File: src/design/cpes_regs.svh
/*
 Register offsets, field positions, reset values and event codes for the
 core performance event selector.
 Assumes inclusion once per compilation unit; guarded against repeats.
*/
`ifndef CPES_REGS_SVH
`define CPES_REGS_SVH

// ----------------------------------------------------------------------
// Register offsets
// ----------------------------------------------------------------------
`define CPES_SEL_OFFSET        8'h00
`define CPES_COUNT_LO_OFFSET   8'h04
`define CPES_COUNT_HI_OFFSET   8'h08
`define CPES_STATUS_OFFSET     8'h0c
`define CPES_IRQ_CLEAR_OFFSET  8'h10
`define CPES_IRQ_ENABLE_OFFSET 8'h14

// ----------------------------------------------------------------------
// Select register fields
// ----------------------------------------------------------------------
`define CPES_SEL_EVENT_LSB     0
`define CPES_SEL_UMASK_LSB     8
`define CPES_SEL_EDGE_BIT      16
`define CPES_SEL_ENABLE_BIT    17
`define CPES_SEL_INVERT_BIT    23
`define CPES_SEL_CMASK_LSB     24
`define CPES_SEL_RESET         32'h0000_0000

// ----------------------------------------------------------------------
// Status bits and reset values
// ----------------------------------------------------------------------
`define CPES_ST_WRAP_BIT       0
`define CPES_ST_UNDEF_BIT      1
`define CPES_IRQ_ENABLE_RESET  2'h0
`define CPES_COUNT_RESET       48'h0000_0000_0000

// ----------------------------------------------------------------------
// Event number and unit mask pairs
// ----------------------------------------------------------------------
`define CPES_EV_LOAD           8'h13
`define CPES_UM_LOAD_DELAYED   8'h02
`define CPES_UM_LOAD_ORDER     8'h04
`define CPES_UM_LOAD_ANY       8'h07
`define CPES_EV_ARITH          8'h14
`define CPES_UM_DIV_BUSY       8'h01
`define CPES_UM_MUL            8'h02
`define CPES_EV_IQ_WRITES      8'h17
`define CPES_EV_FIRST_DEC      8'h18
`define CPES_EV_DUAL_UOP       8'h19
`define CPES_EV_IQ_CYCLES      8'h1e
`define CPES_EV_LOOP_MISS      8'h20
`define CPES_UM_SINGLE         8'h01

`endif

File: src/design/cpes_pkg.sv
/*
 Types shared by the core performance event selector.
 Assumes the pipeline reports each condition as a per-cycle count.
*/
`default_nettype none

package cpes_pkg;

   // Per-cycle event counts from the pipeline; widths cover four lanes.
   typedef struct packed {
      logic [2:0] load_issue_staging_delayed;
      logic [2:0] load_issue_to_order_buffer;
      logic [2:0] load_issue_bypass;
      logic       divider_busy;
      logic [2:0] multiply_ops;
      logic [2:0] iq_write_count;
      logic [2:0] first_decoder_insts;
      logic [2:0] dual_microop_decodes;
      logic       loop_stream_miss;
   } cpes_events_type;

   typedef struct packed {
      logic [7:0] cmask;
      logic       invert;
      logic [4:0] rsvd;
      logic       enable;
      logic       edge_det;
      logic [7:0] umask;
      logic [7:0] event_num;
   } cpes_select_type;

   typedef struct packed {
      logic [7:0]  addr;
      logic [31:0] wdata;
      logic        wr;
      logic        rd;
   } cpes_bus_req_type;

endpackage : cpes_pkg

`default_nettype wire

File: src/design/cpes_selector.sv
/*
 Performance event selector with one 48-bit counter and its qualifiers.
 Assumes a single-clock register port with read data one cycle after the
 read strobe, and event counts synchronous to clk_sys_i.
*/
// Operation
// - Pair 13h/02h counts loads reissued from the delayed staging latch.
// - Pair 13h/04h counts loads issued to the memory ordering buffer.
// - Pair 13h/07h counts every load issued from the reservation station.
// - Pair 14h/01h counts each cycle in which the divider is occupied.
// - Pair 14h/02h counts executed multiplies, as the source reports them.
// - Divider and multiply counts carry no exactness under multithreading.
// - Pair 17h/01h adds the instruction queue writes of each cycle.
// - Pair 18h/01h counts instructions that only the first decoder takes.
// - Pair 19h/01h counts decodes that produce exactly two micro-ops.
// - Pair 1Eh/01h counts cycles with at least one queue write.
// - Pair 20h/01h counts loops the loop stream detector cannot stream.
`default_nettype none
`include "cpes_regs.svh"

module cpes_selector #(
   parameter int COUNT_WIDTH = 48
) (
   input  wire logic                      clk_sys_i,
   input  wire logic                      rst_b_i,
   input  wire cpes_pkg::cpes_events_type events_i,
   input  wire logic [7:0]                addr_i,
   input  wire logic [31:0]               wdata_i,
   input  wire logic                      wr_i,
   input  wire logic                      rd_i,
   output logic      [31:0]               rdata_o,
   output logic                           irq_o
);
   import cpes_pkg::*;

   initial begin
      if (COUNT_WIDTH != 48) begin
         $error("cpes_selector: COUNT_WIDTH must be 48");
      end
   end

   // ----------------------------------------------------------------------
   // Decoding
   // ----------------------------------------------------------------------
   function automatic logic is_addr(input logic [7:0] a,
                                    input logic [7:0] off);
      is_addr = (a == off);
   endfunction : is_addr

   cpes_select_type  sel;
   logic [47:0]      count;
   logic [1:0]       status;
   logic [1:0]       irq_enable;
   logic [4:0]       raw_inc;
   logic             pair_known;
   logic             over_thresh;
   logic             qual;
   logic             qual_prev;
   logic [4:0]       next_inc;
   logic [47:0]      next_count;
   logic             wrap;

   // ----------------------------------------------------------------------
   // Event mux
   // ----------------------------------------------------------------------
   always_comb begin
      raw_inc    = 5'h00;
      pair_known = 1'b1;
      unique case ({sel.event_num, sel.umask})
         {`CPES_EV_LOAD, `CPES_UM_LOAD_DELAYED}:
            raw_inc = {2'b00, events_i.load_issue_staging_delayed};
         {`CPES_EV_LOAD, `CPES_UM_LOAD_ORDER}:
            raw_inc = {2'b00, events_i.load_issue_to_order_buffer};
         {`CPES_EV_LOAD, `CPES_UM_LOAD_ANY}:
            // Three 3-bit counts can reach 21, so the sum needs 5 bits.
            raw_inc = 5'({2'b00, events_i.load_issue_staging_delayed}
                       + {2'b00, events_i.load_issue_to_order_buffer}
                       + {2'b00, events_i.load_issue_bypass});
         {`CPES_EV_ARITH, `CPES_UM_DIV_BUSY}:
            // Counts are taken as reported; with two threads sharing the
            // divider the attribution is not exact.
            raw_inc = {4'h0, events_i.divider_busy};
         {`CPES_EV_ARITH, `CPES_UM_MUL}:
            raw_inc = {2'b00, events_i.multiply_ops};
         {`CPES_EV_IQ_WRITES, `CPES_UM_SINGLE}:
            raw_inc = {2'b00, events_i.iq_write_count};
         {`CPES_EV_FIRST_DEC, `CPES_UM_SINGLE}:
            raw_inc = {2'b00, events_i.first_decoder_insts};
         {`CPES_EV_DUAL_UOP, `CPES_UM_SINGLE}:
            raw_inc = {2'b00, events_i.dual_microop_decodes};
         {`CPES_EV_IQ_CYCLES, `CPES_UM_SINGLE}:
            raw_inc = {4'h0, (events_i.iq_write_count != 3'h0)};
         {`CPES_EV_LOOP_MISS, `CPES_UM_SINGLE}:
            raw_inc = {4'h0, events_i.loop_stream_miss};
         default: begin
            raw_inc    = 5'h00;
            pair_known = 1'b0;
         end
      endcase
   end

   // ----------------------------------------------------------------------
   // Qualifiers
   // ----------------------------------------------------------------------
   // With a nonzero threshold the per-cycle count becomes a one-bit
   // condition; invert and edge then let software count divide completions.
   always_comb begin
      over_thresh = ({3'h0, raw_inc} >= sel.cmask);
      qual        = sel.invert ? !over_thresh : over_thresh;
      if (sel.cmask == 8'h00) begin
         next_inc = raw_inc;
      end else if (sel.edge_det) begin
         next_inc = {4'h0, qual && !qual_prev};
      end else begin
         next_inc = {4'h0, qual};
      end
      if (!sel.enable) begin
         next_inc = 5'h00;
      end
      next_count = count + {43'h0, next_inc};
      wrap       = sel.enable && (next_count < count);
   end

   always_ff @(posedge clk_sys_i) begin
      if (!rst_b_i) begin
         qual_prev <= 1'b0;
      end else begin
         qual_prev <= qual;
      end
   end

   // ----------------------------------------------------------------------
   // Registers
   // ----------------------------------------------------------------------
   always_ff @(posedge clk_sys_i) begin
      if (!rst_b_i) begin
         sel <= cpes_select_type'(`CPES_SEL_RESET);
      end else if (wr_i && is_addr(addr_i, `CPES_SEL_OFFSET)) begin
         sel      <= cpes_select_type'(wdata_i);
         sel.rsvd <= 5'h00;
      end
   end

   always_ff @(posedge clk_sys_i) begin
      if (!rst_b_i) begin
         count <= `CPES_COUNT_RESET;
      end else if (wr_i && is_addr(addr_i, `CPES_COUNT_LO_OFFSET)) begin
         count[31:0] <= wdata_i;
      end else if (wr_i && is_addr(addr_i, `CPES_COUNT_HI_OFFSET)) begin
         count[47:32] <= wdata_i[15:0];
      end else begin
         count <= next_count;
      end
   end

   always_ff @(posedge clk_sys_i) begin
      if (!rst_b_i) begin
         irq_enable <= `CPES_IRQ_ENABLE_RESET;
      end else if (wr_i && is_addr(addr_i, `CPES_IRQ_ENABLE_OFFSET)) begin
         irq_enable <= wdata_i[1:0];
      end
   end

   // A new event wins over a clear written in the same cycle.
   always_ff @(posedge clk_sys_i) begin
      if (!rst_b_i) begin
         status <= 2'h0;
      end else begin
         if (wr_i && is_addr(addr_i, `CPES_IRQ_CLEAR_OFFSET)) begin
            status <= status & ~wdata_i[1:0];
         end
         if (wrap) begin
            status[`CPES_ST_WRAP_BIT] <= 1'b1;
         end
         if (sel.enable && !pair_known) begin
            status[`CPES_ST_UNDEF_BIT] <= 1'b1;
         end
      end
   end

   always_ff @(posedge clk_sys_i) begin
      if (!rst_b_i) begin
         rdata_o <= 32'h0000_0000;
      end else if (rd_i) begin
         unique case (addr_i)
            `CPES_SEL_OFFSET:        rdata_o <= 32'(sel);
            `CPES_COUNT_LO_OFFSET:   rdata_o <= count[31:0];
            `CPES_COUNT_HI_OFFSET:   rdata_o <= {16'h0000, count[47:32]};
            `CPES_STATUS_OFFSET:     rdata_o <= {30'h0, status};
            `CPES_IRQ_ENABLE_OFFSET: rdata_o <= {30'h0, irq_enable};
            default:                 rdata_o <= 32'h0000_0000;
         endcase
      end else begin
         rdata_o <= 32'h0000_0000;
      end
   end

   assign irq_o = |(status & irq_enable);

endmodule : cpes_selector

`default_nettype wire

File: config.mk
export PLATFORM = sky130hd
export DESIGN_NAME = cpes_selector
export DESIGN_NICKNAME = d
export VERILOG_FILES = /design/src/design/cpes_pkg.sv /design/src/design/cpes_selector.sv
export VERILOG_INCLUDE_DIRS = /design/src /design/src/design
export SDC_FILE = /design/constraint.sdc
export NUM_CORES = 1
export LEC_CHECK = 0
export ABC_AREA = 1
export BUFFER_PORTS_ARGS = -buffer_cell sky130_fd_sc_hd__buf_2
export CORE_MARGIN = 4
export CORE_UTILIZATION = 32
export CTS_CLUSTER_DIAMETER = 50
export DETAILED_ROUTE_END_ITERATION = 6
export SKIP_LAST_GASP = 1
export SYNTH_ARGS = -nofsm -noshare
export SYNTH_HDL_FRONTEND = slang
export SYNTH_SLANG_ARGS = --single-unit
File: constraint.sdc
create_clock -name clk_sys_i -period 18.5 [get_ports clk_sys_i]
set_input_delay 1.85 -clock clk_sys_i [delete_from_list [all_inputs] [get_ports clk_sys_i]]
set_output_delay 1.85 -clock clk_sys_i [all_outputs]
set_load 0.03 [all_outputs]
==> summary.log <==
qor: clock_tree.cts_max_path_buffers 2
qor: global_route.grt_antenna_before_repair 1
qor: worst_hold_path.hold_path_startpoint sel[23]
qor: place.globalplace.congestion 0.9885
qor: global_route.first_global_vias 7781
qor: route.detail_route.wirelength 27500 µm
qor: timing.hold_viol_final 0
qor: power_and_ir_drop.power.share.combinational 5.8%
qor: worst_setup_path.slowest_stage_cell_on_the_critical_path fa_1
qor: global_route.grt-ovfl-total 0
qor: logic_synthesis.post_synth_inst_count 1200
qor: power_and_ir_drop.power_density 55.35 mW/mm²
qor: timing.final_min_period_over_clock_period 41.56%
qor: worst_setup_path.timing.critical_path.fanout_max 4
qor: floorplan.die_outline_area 0.02687 mm²
qor: route.drt_first_iter_violations 803
qor: global_route.grt_pass1_wl 42830 µm
qor: logic_synthesis.mean_post_synth_cell_area 6.483 µm²
qor: clock_tree.clock_insertion_delay_worst_skew 0.38 ns
qor: layout.n_antenna_cell 0
qor: logic_synthesis.synth_sequential_area_ratio 28.82%
qor: floorplan.num_rows 56
qor: logic_synthesis.synth_largest_area_cell dfxtp_1
qor: clock_tree.ctsHtreeMaxLevel 3
qor: global_route.grt_util_met3 4.090%
qor: logic_synthesis.ys.warnings.count 0
qor: power_and_ir_drop.vdd_drop_max 0.05370 mV
qor: worst_setup_path.path_class input pin to register
qor: status.run_status finished clean
qor: route.dr_total_vias 8276
qor: global_route.grtUsageTotal 20.44%
qor: logic_synthesis.number_of_nets_in_the_synthesized_netlist 1308
qor: place.hpwlAfterDp 20850 µm
qor: floorplan.core 0.02368 mm²
qor: timing.grt_setup_unrepaired false
qor: timing.setup_viol 0
qor: global_route.gr-max-usage-layer met2
qor: worst_setup_path.crit-reg2reg-capture status[0]
qor: logic_synthesis.proportion_of_netlist_area_held_by_the_largest_area_contributor 28.82%
qor: timing.finalCriticalPeriod 7.688 ns
qor: timing.tightestPinTransition 1.231 ns
qor: layout.nFillCells 2627
qor: logic_synthesis.combined_area_of_all_synthesized_cells 0.007780 mm²
qor: clock_tree.tritoncts yes
qor: floorplan.io_pins 100
qor: logic_synthesis.synth_cell_types 43
qor: timing.final_number_of_max_transition_violations 0
qor: timing.finalClockSkew 0.01802 ns
qor: worst_setup_path.reg2reg_slack 11.90 ns
qor: logic_synthesis.post_synth_main_area_contributors dfxtp_1 (29%), nand2_1 (13%), inv_1 (8.9%), nor2_1 (6.1%), ha_1 (5.8%)
qor: global_route.use_met1 26.88%
qor: clock_tree.cts_sinks 112
qor: place.placement.io_buffers 99
qor: timing.achievable-frequency 0.1301 GHz
qor: floorplan.die-width 163.9 µm
qor: clock_tree.cts_repair_resize_count 0
qor: worst_setup_path.crit_arrival 7.92 ns
qor: power_and_ir_drop.internal-power 0.3612 mW
qor: power_and_ir_drop.swShare 26.43%
qor: layout.final_nets 1382
qor: worst_setup_path.crit_path_end_kind register
qor: layout.layout.cells.most_common_list nand2_1 (275), inv_1 (185), nor2_1 (126)
qor: worst_setup_path.critical_path.most_common_cell nand2_1
qor: layout.area_of_combinational_cells_with_multiple_inputs 0.004642 mm²
qor: route.firstDrtPassIters 5
qor: clock_tree.post_cts_buffers 0
qor: route.viasPerCell 5.179
qor: floorplan.initial_utilization 32.85%
qor: worst_setup_path.cpLargestDelayFamily simple AND/OR/NAND/NOR gates
qor: power_and_ir_drop.power_frac_seq 49.3%
qor: clock_tree.cts.reportedPaths.clkPinSlew 0.08 ns
qor: worst_setup_path.worstSetupStartpointType input pin
qor: power_and_ir_drop.p_leak 4.064 nW
qor: worst_setup_path.regToRegStartpoint sel[11]
qor: timing.timing.setup.tns 0 ns
qor: layout.fin_cells 1598
qor: worst_setup_path.r2r.worst_path.cells 41
qor: route.route.detailed.wl_per_inst 17.21 µm
qor: worst_setup_path.required 18.73 ns
qor: place.placed_cells 1582
qor: timing.slew_headroom 17.60%
qor: layout.final_common_cell nand2_1
qor: job.cap_viol_max_count 0
qor: clock_tree.number_of_hold_buffers_added_after_cts 0
qor: worst_setup_path.critical_path_cell_count 45
qor: layout.drive_gt1_share 12.51%
qor: worst_setup_path.cp_slowest_stage_delay 0.53 ns
qor: global_route.grt_use_met2 32.56%
qor: power_and_ir_drop.p_sw 0.1297 mW
qor: layout.layout.area.seq 0.002242 mm²
qor: clock_tree.cts_root_buffer clkbuf_16
qor: worst_setup_path.cp.buffers_inverters 5
qor: worst_hold_path.hold_removal_path_class register to register
qor: logic_synthesis.ys_seq_elements 112
qor: floorplan.die_h 163.9 µm
qor: power_and_ir_drop.pwr-share-clk 44.9%
qor: route.final_antenna_net_count 0
qor: global_route.pin_count_of_the_biggest_net_entering_global_routing 65
qor: layout.layout-area-overhead-vs-synth 14.01%
qor: worst_hold_path.min_delay_worst_endpoint rdata_o[23]
qor: clock_tree.tritoncts.num_buffers 9
qor: worst_hold_path.worstHoldPathCells 2
qor: route.route.detailed.drc 0
[worst max path at each step]
stage | start | end | slack (ns)
3_3_place_gp | events_i[15] | status[0] | 10.62
4_1_cts | events_i[15] | status[0] | 10.85
6_report | events_i[15] | status[0] | 10.81
3_5_place_dp | events_i[15] | status[0] | 10.49
2_1_floorplan | events_i[15] | status[0] | 11.26
5_1_grt | events_i[15] | status[0] | 10.17
[final cells by class]
cell class,count,share of cell area [%]
clock buffer,9,2.539
clock inverter,7,1.129
inverter,192,8.125
multi-input combinational,854,52.33
sequential,112,25.28
tap,319,4.500
timing repair buffer,105,6.094
[tightest hold or removal path, cell delays in order (launching register included)]
cell and delay (ns):
dfxtp_1 0.32, nand2_1 0.06, a21oi_1 0.05
[power groups by stage]
stage | Sequential (mW) | Clock (mW) | Combinational [mW]
2_1_floorplan | 0.248 | 0 | 0.0132
3_3_place_gp | 0.248 | 0 | 0.0277
3_5_place_dp | 0.248 | 0 | 0.0280
4_1_cts | 0.242 | 0.226 | 0.0281
5_1_grt | 0.242 | 0.234 | 0.0317
6_report | 0.242 | 0.221 | 0.0283
[metal layers]
metal	up-vias	share of wire, %
met3	65	8.0
met5	-	0.033
met2	332	45
met4	2	3.6
li1	4102	-
met1	3775	44
[Yosys cell counts]
cell type	n
a211oi_1	10
a21oi_1	68
a221oi_1	1
a22o_1	1
a311oi_1	12
a31oi_1	8
buf_1	3
buf_2	8
clkbuf_1	30
clkdlybuf4s15_2	1
clkinv_1	2
dfxtp_1	112
fa_1	5
ha_1	36
inv_1	185
inv_2	5
nand2_1	275
nand2_2	8
nand2_4	2
nand3_1	65
nand3b_1	4
nand4_1	20
nand4_2	1
nand4_4	1
nor2_1	126
nor2_2	6
nor2_4	7
nor3_1	24
nor3_2	1
nor3_4	2
nor4_1	4
nor4_4	1
o211ai_1	36
o21a_1	2
o21ai_0	77
o21ai_1	3
o21ai_2	2
o221a_2	1
o221ai_1	11
o22ai_1	7
or2_2	2
xnor2_1	7
xor2_1	18
[flip-flops by register name, summed over array words and instances, names as in the netlist]
signal      flops
sel            27
status          2
rdata_o        32
qual_prev       1
count          48
irq_enable      2
[cells by family (layout without fill, tap and decap cells)]
family                     after synthesis  after routing  synth area share (%)
xor gates and xnor gates                25             25                 2.814
adders and majority gates               41             41                 7.076
buffers and inverters                  234            313                 11.52
AOI/OAI and AO/OA                      239            239                 18.54
and+or+nand+nor                        549            549                 31.23
DFF                                    112            112                 28.82
[per-stage QoR]
stage               setup slack (ns)  cell area [µm²]  util (%)  total power [mW]  hold WS, ns
floorplan                      11.26             7780         -            0.2607       0.4411
global placement               10.62             8544     36.08            0.2754       0.4569
detailed placement             10.49             8544     36.08            0.2757       0.4636
CTS                            10.85             8870     37.45            0.4959       0.4753
global route                   10.17             8870     37.45            0.5079       0.5002
finish                         10.81             8870     37.45            0.4910       0.4721
(Power assumes the default switching activity.)
